$ cat config.mk
export PLATFORM = sky130hd
export DESIGN_NAME = sfbfe_top
export DESIGN_NICKNAME = d
export VERILOG_FILES = /design/src/shared/sfbfe_pkg.sv /design/src/hw/sfbfe_sync.sv /design/src/hw/sfbfe_fifo.sv /design/src/hw/sfbfe_top.sv
export SDC_FILE = /design/constraint.sdc
export NUM_CORES = 1
export LEC_CHECK = 0
export ABC_AREA = 1
export BUFFER_PORTS_ARGS = -buffer_cell sky130_fd_sc_hd__buf_2
export CAP_MARGIN = 40
export CORE_ASPECT_RATIO = 1.25
export CORE_MARGIN = 3
export CORE_UTILIZATION = 66
export DETAILED_ROUTE_END_ITERATION = 6
export MAX_ROUTING_LAYER = met4
export PLACE_DENSITY_LB_ADDON = 0.08
export SLEW_MARGIN = 20
export SYNTH_ARGS = -nofsm -noshare
export SYNTH_HDL_FRONTEND = slang
export SYNTH_SLANG_ARGS = --single-unit
$ cat constraint.sdc
create_clock -name clk_sys -period 10.98 [get_ports clk_sys]
set_clock_uncertainty 0.05 [all_clocks]
set_input_delay 0.549 -clock clk_sys [delete_from_list [all_inputs] [get_ports clk_sys]]
set_output_delay 0.549 -clock clk_sys [all_outputs]
set_load 0.05 [all_outputs]
$ cat src/shared/sfbfe_pkg.sv
// Shared constants, types and decode helpers for the serial flash bus front end
package sfbfe_pkg;

  localparam int unsigned FIFO_DEPTH = 16;
  localparam int unsigned SYNC_W     = 6;
  localparam logic [5:0]  SYNC_IDLE  = 6'h3d;
  localparam int unsigned SECT_W     = 6;
  localparam int unsigned SECT_LSB   = 12;
  localparam int unsigned BLK64_LSB  = 16;
  localparam int unsigned BLK_W      = 2;
  localparam logic [23:0] ADDR_TOP   = 24'h03ffff;
  localparam logic [3:0]  BYTE_BITS  = 4'h8;
  localparam logic [3:0]  OE_OFF     = 4'hf;
  localparam logic [3:0]  OE_SINGLE  = 4'hd;
  localparam logic [3:0]  OE_DUAL    = 4'hc;
  localparam logic [3:0]  OE_QUAD    = 4'h0;
  localparam logic [7:0]  OP_DUAL_OUT = 8'h3b;
  localparam logic [7:0]  OP_DUAL_IO  = 8'hbb;
  localparam logic [7:0]  OP_QUAD_OUT = 8'h6b;
  localparam logic [7:0]  OP_QUAD_IO  = 8'heb;

  typedef enum logic [1:0] {
    K_OPC  = 2'b00,
    K_ADDR = 2'b01,
    K_DATA = 2'b10,
    K_END  = 2'b11
  } sfbfe_kind_type;

  typedef struct packed {
    sfbfe_kind_type kind;
    logic [7:0]     data;
  } sfbfe_rx_type;

  localparam int unsigned RX_W = $bits(sfbfe_rx_type);

  typedef enum logic [1:0] {
    W1 = 2'b00,
    W2 = 2'b01,
    W4 = 2'b10
  } sfbfe_width_type;

  typedef enum logic [2:0] {
    PH_IDLE    = 3'b000,
    PH_OPCODE  = 3'b001,
    PH_ADDR    = 3'b010,
    PH_DUMMY   = 3'b011,
    PH_DIN     = 3'b100,
    PH_DOUT    = 3'b101,
    PH_STANDBY = 3'b110
  } sfbfe_phase_type;

  typedef struct packed {
    logic            known;
    logic            ret;
    logic            strict;
    logic            quad;
    logic            array;
    logic [1:0]      addr_n;
    logic [2:0]      dmy_n;
    sfbfe_width_type addr_w;
    sfbfe_width_type data_w;
  } sfbfe_cmd_type;

  function automatic logic [3:0] width_bits(input sfbfe_width_type w);
    return (w == W4) ? 4'h4 : (w == W2) ? 4'h2 : 4'h1;
  endfunction : width_bits

  function automatic sfbfe_cmd_type decode(input logic [7:0] op);
    sfbfe_cmd_type c;
    c        = '0;
    c.addr_w = W1;
    c.data_w = W1;
    case (op)
      8'h05, 8'h35, 8'h9f:
        c.ret = 1'b1;
      8'h03, 8'h90, 8'hab:
      begin
        c.ret    = 1'b1;
        c.addr_n = 2'h3;
      end
      8'h0b, 8'h48, 8'h5a, 8'h92, 8'h94, OP_DUAL_OUT, OP_DUAL_IO, OP_QUAD_OUT, OP_QUAD_IO:
      begin
        c.ret    = 1'b1;
        c.addr_n = 2'h3;
        c.dmy_n  = 3'h1;
      end
      8'h4b:
      begin
        c.ret   = 1'b1;
        c.dmy_n = 3'h4;
      end
      8'h06, 8'h04, 8'h50, 8'h75, 8'hb0, 8'h7a, 8'h30, 8'h66, 8'h99, 8'hb9, 8'h01, 8'h60, 8'hc7:
        c.strict = 1'b1;
      8'h81, 8'h20, 8'h52, 8'hd8, 8'h44, 8'h02, 8'ha2, 8'h32, 8'h42:
      begin
        c.strict = 1'b1;
        c.addr_n = 2'h3;
      end
      default:
        c.addr_n = 2'h0;
    endcase
    c.known = c.ret | c.strict;
    if (op == OP_DUAL_OUT || op == OP_DUAL_IO || op == 8'h92 || op == 8'ha2)
      c.data_w = W2;
    if (op == OP_QUAD_OUT || op == OP_QUAD_IO || op == 8'h94 || op == 8'h32)
    begin
      c.data_w = W4;
      c.quad   = 1'b1;
    end
    if (op == OP_DUAL_IO)
      c.addr_w = W2;
    if (op == OP_QUAD_IO)
      c.addr_w = W4;
    case (op)
      8'h03, 8'h0b, OP_DUAL_OUT, OP_DUAL_IO, OP_QUAD_OUT, OP_QUAD_IO,
      8'h81, 8'h20, 8'h52, 8'hd8, 8'h60, 8'hc7, 8'h02, 8'ha2, 8'h32:
        c.array = 1'b1;
      default:
        c.array = 1'b0;
    endcase
    return c;
  endfunction : decode

endpackage : sfbfe_pkg

$ cat src/hw/sfbfe_sync.sv
// Two-stage synchroniser for pins arriving from outside the clk_sys domain
`timescale 1ns/1ns
module sfbfe_sync #(
  parameter int unsigned  W       = 1,
  parameter logic [W-1:0] RST_VAL = '0
) (
  input  wire logic         clk_sys, // System clock
  input  wire logic         rst_n,   // Async reset, active low
  input  wire logic [W-1:0] d,       // Asynchronous inputs
  output logic      [W-1:0] q        // Synchronised outputs
);
  typedef struct packed {
    logic [W-1:0] s1;
    logic [W-1:0] s2;
  } sfbfe_sync_st_type;

  sfbfe_sync_st_type st_ff;
  sfbfe_sync_st_type nxt_st;

  always_comb
  begin
    nxt_st.s1 = d;
    nxt_st.s2 = st_ff.s1;
  end

  always_ff @(posedge clk_sys or negedge rst_n)
  begin
    if (!rst_n)
      // Start at the pins' idle level so release shows no false edge
      st_ff <= {RST_VAL, RST_VAL};
    else
      st_ff <= nxt_st;
  end

  assign q = st_ff.s2;
endmodule : sfbfe_sync

$ cat src/hw/sfbfe_fifo.sv
// Byte FIFO between the serial front end and the flash core
`timescale 1ns/1ns
module sfbfe_fifo #(
  parameter int unsigned W     = 10,
  parameter int unsigned DEPTH = 16
) (
  input  wire logic         clk_sys,   // System clock
  input  wire logic         rst_n,     // Async reset, active low
  input  wire logic         in_valid,  // Write request
  output logic              in_ready,  // Space available
  input  wire logic [W-1:0] in_data,   // Write word
  output logic              out_valid, // Word available
  input  wire logic         out_ready, // Consumer takes word
  output logic      [W-1:0] out_data   // Oldest word
);
  localparam int unsigned AW = $clog2(DEPTH);

  typedef struct packed {
    logic [DEPTH-1:0][W-1:0] mem;
    logic [AW-1:0]           wr;
    logic [AW-1:0]           rd;
    logic [AW:0]             count;
    logic                    nonempty;
    logic [W-1:0]            head;
  } sfbfe_fifo_st_type;

  sfbfe_fifo_st_type st_ff;
  sfbfe_fifo_st_type nxt_st;
  logic              do_wr;
  logic              do_rd;

  assign in_ready  = st_ff.count != (AW+1)'(DEPTH);
  assign out_valid = st_ff.nonempty;
  assign out_data  = st_ff.head;
  assign do_wr     = in_valid && in_ready;
  assign do_rd     = out_valid && out_ready;

  always_comb
  begin
    nxt_st = st_ff;
    if (do_wr)
    begin
      nxt_st.mem[st_ff.wr] = in_data;
      nxt_st.wr            = (st_ff.wr == AW'(DEPTH - 1)) ? '0 : st_ff.wr + 1'b1;
    end
    if (do_rd)
      nxt_st.rd = (st_ff.rd == AW'(DEPTH - 1)) ? '0 : st_ff.rd + 1'b1;
    nxt_st.count = st_ff.count + (AW+1)'(do_wr) - (AW+1)'(do_rd);
    // Registered head and flag keep the outputs free of decode glitches
    nxt_st.nonempty = nxt_st.count != '0;
    nxt_st.head     = nxt_st.mem[nxt_st.rd];
  end

  always_ff @(posedge clk_sys or negedge rst_n)
  begin
    if (!rst_n)
      st_ff <= '0;
    else
      st_ff <= nxt_st;
  end
endmodule : sfbfe_fifo

$ cat src/hw/sfbfe_top.sv
// Serial flash bus front end: lane sampling, command framing, pause and output drive
`timescale 1ns/1ns
module sfbfe_top
  import sfbfe_pkg::*;
(
  input  wire logic                   clk_sys,         // System clock, 250 MHz
  input  wire logic                   rst_n,           // Async reset, active low
  input  wire logic                   sclk_pin,        // Serial clock from host
  input  wire logic                   cs_n_pin,        // Chip select, active low
  input  wire logic [3:0]             lane_in,         // Lane pin levels
  output logic      [3:0]             lane_out,        // Lane drive values
  output logic      [3:0]             lane_oe_n,       // Lane drive enables, active low
  input  wire logic                   quad_enable_bit, // Quad enable status bit
  input  wire logic                   busy,            // Write, program or erase running
  input  wire logic [7:0]             tx_byte,         // Next byte to send
  output logic                        tx_take,         // Pulse: tx_byte consumed
  output logic                        rx_valid,        // Received item available
  input  wire logic                   rx_ready,        // Core takes item
  output sfbfe_pkg::sfbfe_rx_type     rx_data,         // Received item
  output logic                        active,          // Valid command in progress
  output logic                        standby,         // Rejected command, link idle
  output logic [sfbfe_pkg::SECT_W-1:0] sector_idx,     // Sector of last address
  output logic [sfbfe_pkg::BLK_W-1:0]  block64_idx,    // 64K block of last address
  output logic                        overrun          // Sticky: receive byte lost
);
  import sfbfe_pkg::*;

  typedef struct packed {
    sfbfe_phase_type phase;
    sfbfe_cmd_type   cmd;
    logic [7:0]      shreg;
    logic [3:0]      bits;
    logic [1:0]      addr_left;
    logic [2:0]      dmy_left;
    logic [23:0]     addr;
    logic            sclk_prev;
    logic            cs_prev;
    logic            hold_on;
    logic [3:0]      out;
    logic [3:0]      oe_n;
    logic            push_v;
    sfbfe_rx_type    push_d;
    logic            overrun;
    logic            tx_take;
    logic            active;
    logic            standby;
    logic [SECT_W-1:0] sect;
    logic [BLK_W-1:0]  blk;
  } sfbfe_st_type;

  sfbfe_st_type    st_ff;
  sfbfe_st_type    nxt_st;
  logic [SYNC_W-1:0] sync_q;
  logic            sclk_s;
  logic            cs_s;
  logic [3:0]      lanes_s;
  logic            sclk_rise;
  logic            sclk_fall;
  logic            fifo_in_ready;
  logic            hold_en;
  sfbfe_width_type in_w;
  logic [7:0]      sh_new;
  logic [3:0]      cnt;
  sfbfe_cmd_type   info;
  logic            op_done;
  logic            op_reject;

  // Collect sampled lanes MSB first
  function automatic logic [7:0] shift_in(input logic [7:0] s, input sfbfe_width_type w, input logic [3:0] l);
    case (w)
      W2:      return {s[5:0], l[1:0]};
      W4:      return {s[3:0], l};
      default: return {s[6:0], l[0]};
    endcase
  endfunction : shift_in

  // Top bits of a byte onto the lanes
  function automatic logic [3:0] out_group(input logic [7:0] b, input sfbfe_width_type w);
    case (w)
      W2:      return {2'b00, b[7:6]};
      W4:      return b[7:4];
      default: return {2'b00, b[7], 1'b0};
    endcase
  endfunction : out_group

  function automatic logic [3:0] oe_mask(input sfbfe_width_type w);
    return (w == W4) ? OE_QUAD : (w == W2) ? OE_DUAL : OE_SINGLE;
  endfunction : oe_mask

  function automatic sfbfe_phase_type after_addr(input sfbfe_cmd_type c);
    return (c.dmy_n != '0) ? PH_DUMMY : (c.ret ? PH_DOUT : PH_DIN);
  endfunction : after_addr

  // Queue one item; a second before drain counts as loss
  function automatic sfbfe_st_type push(input sfbfe_st_type s, input sfbfe_kind_type k, input logic [7:0] d);
    sfbfe_st_type r;
    r              = s;
    r.overrun      = s.overrun | s.push_v;
    r.push_v       = 1'b1;
    r.push_d.kind  = k;
    r.push_d.data  = d;
    return r;
  endfunction : push

  sfbfe_sync #(
    .W       (SYNC_W),
    .RST_VAL (SYNC_IDLE)
  ) u_sync (
    .clk_sys (clk_sys),
    .rst_n   (rst_n),
    .d       ({lane_in, sclk_pin, cs_n_pin}),
    .q       (sync_q)
  );

  assign cs_s    = sync_q[0];
  assign sclk_s  = sync_q[1];
  assign lanes_s = sync_q[5:2];
  assign sclk_rise = sclk_s && !st_ff.sclk_prev;
  assign sclk_fall = !sclk_s && st_ff.sclk_prev;
  assign hold_en = !(st_ff.cmd.quad && st_ff.phase != PH_OPCODE && st_ff.phase != PH_IDLE);

  assign in_w = (st_ff.phase == PH_ADDR || st_ff.phase == PH_DUMMY) ? st_ff.cmd.addr_w :
                (st_ff.phase == PH_DIN) ? st_ff.cmd.data_w : W1;
  assign sh_new = shift_in(st_ff.shreg, in_w, lanes_s);
  assign cnt    = st_ff.bits + width_bits(in_w);
  assign info   = decode(sh_new);
  assign op_done = !cs_s && !st_ff.cs_prev && !st_ff.hold_on && sclk_rise &&
                   st_ff.phase == PH_OPCODE && cnt == BYTE_BITS;
  assign op_reject = !info.known || (info.quad && !quad_enable_bit) || (info.array && busy);

  always_comb
  begin
    nxt_st           = st_ff;
    nxt_st.sclk_prev = sclk_s;
    nxt_st.cs_prev   = cs_s;
    nxt_st.tx_take   = 1'b0;
    if (st_ff.push_v && fifo_in_ready)
      nxt_st.push_v = 1'b0;
    if (cs_s)
    begin
      if (st_ff.active)
        nxt_st = push(nxt_st, K_END, {7'h00, !(st_ff.cmd.strict && st_ff.bits != '0)});
      nxt_st.phase   = PH_IDLE;
      nxt_st.bits    = '0;
      nxt_st.hold_on = 1'b0;
      nxt_st.active  = 1'b0;
      nxt_st.cmd     = '0;
    end
    else if (st_ff.cs_prev)
    begin
      nxt_st.phase = PH_OPCODE;
      nxt_st.bits  = '0;
      nxt_st.cmd   = '0;
    end
    else if (st_ff.phase != PH_STANDBY)
    begin
      if (hold_en && !sclk_s)
        nxt_st.hold_on = !lanes_s[3];
      if (!st_ff.hold_on && sclk_rise && st_ff.phase != PH_DOUT)
      begin
        nxt_st.shreg = sh_new;
        nxt_st.bits  = cnt;
        if (cnt == BYTE_BITS)
        begin
          nxt_st.bits = '0;
          case (st_ff.phase)
            PH_OPCODE:
              if (op_reject)
                nxt_st.phase = PH_STANDBY;
              else
              begin
                nxt_st           = push(nxt_st, K_OPC, sh_new);
                nxt_st.active    = 1'b1;
                nxt_st.cmd       = info;
                nxt_st.addr_left = info.addr_n;
                nxt_st.dmy_left  = info.dmy_n;
                nxt_st.phase     = (info.addr_n != '0) ? PH_ADDR : after_addr(info);
              end
            PH_ADDR:
            begin
              nxt_st           = push(nxt_st, K_ADDR, sh_new);
              nxt_st.addr      = {st_ff.addr[15:0], sh_new};
              nxt_st.addr_left = st_ff.addr_left - 2'h1;
              if (st_ff.addr_left == 2'h1)
              begin
                nxt_st.sect  = nxt_st.addr[SECT_LSB +: SECT_W] & ADDR_TOP[SECT_LSB +: SECT_W];
                nxt_st.blk   = nxt_st.addr[BLK64_LSB +: BLK_W] & ADDR_TOP[BLK64_LSB +: BLK_W];
                nxt_st.phase = after_addr(st_ff.cmd);
              end
            end
            PH_DUMMY:
            begin
              nxt_st.dmy_left = st_ff.dmy_left - 3'h1;
              if (st_ff.dmy_left == 3'h1)
                nxt_st.phase = st_ff.cmd.ret ? PH_DOUT : PH_DIN;
            end
            PH_DIN:
              nxt_st = push(nxt_st, K_DATA, sh_new);
            default:
              nxt_st.bits = '0;
          endcase
        end
      end
      if (!st_ff.hold_on && sclk_fall && st_ff.phase == PH_DOUT)
      begin
        if (st_ff.bits == '0)
        begin
          nxt_st.tx_take = 1'b1;
          nxt_st.out     = out_group(tx_byte, st_ff.cmd.data_w);
          nxt_st.shreg   = tx_byte << width_bits(st_ff.cmd.data_w);
          nxt_st.bits    = BYTE_BITS - width_bits(st_ff.cmd.data_w);
        end
        else
        begin
          nxt_st.out   = out_group(st_ff.shreg, st_ff.cmd.data_w);
          nxt_st.shreg = st_ff.shreg << width_bits(st_ff.cmd.data_w);
          nxt_st.bits  = st_ff.bits - width_bits(st_ff.cmd.data_w);
        end
      end
    end
    nxt_st.oe_n = (nxt_st.phase == PH_DOUT && !(hold_en && !lanes_s[3])) ?
                  oe_mask(nxt_st.cmd.data_w) : OE_OFF;
    nxt_st.standby = nxt_st.phase == PH_STANDBY;
  end

  always_ff @(posedge clk_sys or negedge rst_n)
  begin
    if (!rst_n)
    begin
      st_ff         <= '0;
      st_ff.cs_prev <= 1'b1;
      st_ff.oe_n    <= OE_OFF;
    end
    else
      st_ff <= nxt_st;
  end

  // Back-pressure holds one item; busy cores may still lose bytes, flagged as overrun
  sfbfe_fifo #(
    .W     (RX_W),
    .DEPTH (FIFO_DEPTH)
  ) u_fifo (
    .clk_sys   (clk_sys),
    .rst_n     (rst_n),
    .in_valid  (st_ff.push_v),
    .in_ready  (fifo_in_ready),
    .in_data   (st_ff.push_d),
    .out_valid (rx_valid),
    .out_ready (rx_ready),
    .out_data  (rx_data)
  );

  assign lane_out    = st_ff.out;
  assign lane_oe_n   = st_ff.oe_n;
  assign tx_take     = st_ff.tx_take;
  assign active      = st_ff.active;
  assign standby     = st_ff.standby;
  assign sector_idx  = st_ff.sect;
  assign block64_idx = st_ff.blk;
  assign overrun     = st_ff.overrun;
endmodule : sfbfe_top

==> qor.txt <==
met1 Usage GRT: 35.5%
Die Y-Extent: 164 µm
FMAX: 0.218 GHz
first-pass GRT wire length: 53100 µm
GPL Wtd Cong: 0.988
Post-synth EDFFs: 0
Avg WL per Cell: 17.1 µm
vias per cell: 5.82
worst slew pin tran: 0.847 ns
drt first pass iters: 6
cell count after synthesis: 1618
antenna-violating nets left: 0
Worst-path clk slew: 0.06 ns
met2 Track Usage GR: 53.7%
Synth Flop Type: dfrtp_1
post-cts sizing count: 0
vias in the first global route: 10800
TritonCTS sink count: 264
Clock Latency Late Sink: 0.52 ns
Synth Area per Inst: 8.17 µm²
GR peak layer: met2
Die X: 133 µm
kind of critical path: flip-flop to flip-flop
Overall Global Routing Usage: 30.6%
initial detailed-routing violation count: 933
count of warnings emitted by yosys: 0
met3 Resource Use GR: 3.03%
CTS max path bufs: 3
core area: 0.0195 mm²
worst slack at placement: 6.37 ns
setup slack after layout: 6.40 ns
CTS buffer count: 25
Rel. slew slack: 43.3%
initial antenna violation count: 0
Max Cap Viol: 0
multi-input logic area: 0.00553 mm²
Setup Viol. Count Final: 0
outcome: finished clean
Total Wirelength: 32200 µm
GRT Residual Overflow: 0
DP Wirelength: 21700 µm
largest net degree at the start of global routing: 138
Post-synth ARST share: 100%
placed cells: 1835
Worst Setup End Kind: flip-flop
residual DRC count: 0
Site Rows: 57
CTS tree: built
max-slew violations: 0
area taken by flip-flops and latches: 0.00662 mm²
DIE AREA: 0.0218 mm²
Fin. Hold Viols: 0
P per Cell Area: 211 mW/mm²
count of cell types in the netlist: 54
Non-Filler Instances: 1883
Port-buffer cells: 49
register area share after synthesis: 50.1%
synthesis-to-finish area growth: 8.36%
I/O pins: 50
min Tclk post-route: 4.58 ns
Vias: 11000
H-tree depth: 1
Synth Cell Area: 0.0132 mm²
RSZ-0062 raised after global routing: false
Leak Pwr: 0.00668 µW
WP data arrival: 4.94 ns
starting density of the core: 67.6%
period utilisation layout: 41.8%
fillers: 1580
type of origin of the critical path: flip-flop
Layout Nets: 1647
CTS root buf: clkbuf_16
CP required: 11.34 ns
CP Max Fanout: 10
worst vdd ir: 0.000167 V
post-synth net total: 1666
Hold Path Class: input pin to flip-flop
most frequent cells in the layout: nand2_1, o21ai_0, dfrtp_1
Total Negative Setup Slacks: 0 ns
synthesized flop and latch total: 264
fraction of layout cells with a size suffix above 1: 10.9%
ant diodes: 0
commonest non-fill, non-tap cell in the layout: nand2_1
[stage by stage]
stage,total power [µW],hold WS [ns],util [%],instance area (µm²)
CTS,3030,0.0569,73.1,14300
global route,3190,0.0634,73.3,14300
finish,3030,0.0726,73.3,14300
global placement,2090,0.286,68.4,13400
detailed placement,2110,0.287,68.6,13400
floorplan,1840,0.203,-,13200
[final cells by class]
class / instances / area share, %
clock buffer: 35 / 4.98
multi-input combinational: 1099 / 38.6
inverter: 147 / 3.89
clock inverter: 11 / 1.15
timing repair buffer: 62 / 2.76
sequential: 264 / 46.3
tap: 265 / 2.32
[state kept, by name (all words and copies together) (netlist names), 3 cells and up]
register,count
u_sync.nxt_st,6
lane_out,4
u_sync.q,6
u_fifo.st_ff,173
u_fifo.out_data,10
sector_idx,6
lane_oe_n,3
st_ff,51
[power by group]
group          total, µW  switching [µW]  internal, µW
logic               1050             727           323
registers           1060            27.8          1040
clock network        914             365           548
[cell families (layout without fill, tap and decap cells)]
group | after synthesis | after routing | synth area share [%]
AND/OR/NAND/NOR | 627 | 627 | 20.0
AO/OA/AOI/OAI | 430 | 430 | 17.9
buffers and inverters | 255 | 255 | 8.12
flip-flops | 264 | 264 | 50.1
XOR/XNOR | 10 | 10 | 0.663
adder cells (fa/ha/maj) | 29 | 29 | 2.92
multiplexers | 3 | 3 | 0.246
[routing by layer]
metal	vias up	wire length, µm
met5	-	0
met4	0	1520
met1	5222	12700
met2	361	16600
met3	111	1470
li1	5274	-
[worst paths after layout]
check	to	slack [ns]	start	depth (start not counted)
worst min register to register	u_sync.q[1]$_DFF_PN0_	0.30	u_sync.nxt_st[1]$_DFF_PN0_	0
min in group asynchronous	u_fifo.st_ff[30]$_DFF_PN0_	0.44	rst_n	2
max in group asynchronous	u_fifo.st_ff[65]$_DFF_PN0_	8.97	rst_n	5
worst max-delay path	sector_idx[5]$_DFFE_PN0P_	6.40	st_ff[91]$_DFF_PN0_	20
worst min-delay path	u_sync.nxt_st[4]$_DFF_PN1_	0.07	lane_in[2]	1
worst max register to register	sector_idx[5]$_DFFE_PN0P_	6.40	st_ff[91]$_DFF_PN0_	20
[Yosys cell counts, types with 11 or more instances]
master,instances,area [µm²]
inv_2,11,41.3
inv_1,134,503
nand3_1,42,210
nand2_2,16,100
dfstp_2,14,368
dfrtp_1,250,6260
clkbuf_1,78,293
o221ai_1,14,123
o211ai_1,26,195
o22ai_1,40,250
nand2_1,356,1340
nor2_1,166,623
buf_4,27,203
o21ai_0,302,1510
o21ai_1,11,55.1
ha_1,26,325
a21oi_1,20,100
[worst max-delay path, cell delays in order (launching register included)]
cell,delay [ns]
dfrtp_1,0.43
inv_1,0.12
nor3_1,0.21
inv_1,0.11
o22ai_1,0.20
inv_1,0.07
ha_1,0.54
ha_1,0.25
inv_1,0.06
fa_1,0.40
xor2_1,0.15
inv_1,0.07
nor3_1,0.13
nand2_1,0.09
nor2_1,0.26
inv_1,0.17
nor2_1,0.15
inv_1,0.08
nor3_2,0.30
nand2_1,0.29
mux2_2,0.34
[repair_timing]
item                                   CTS  global route
endpoints found under the hold margin    0            30
buffers inserted                         0             0
setup endpoints to repair                0             0
hold buffers                             0             1
Power figures use the tool's default switching activity.
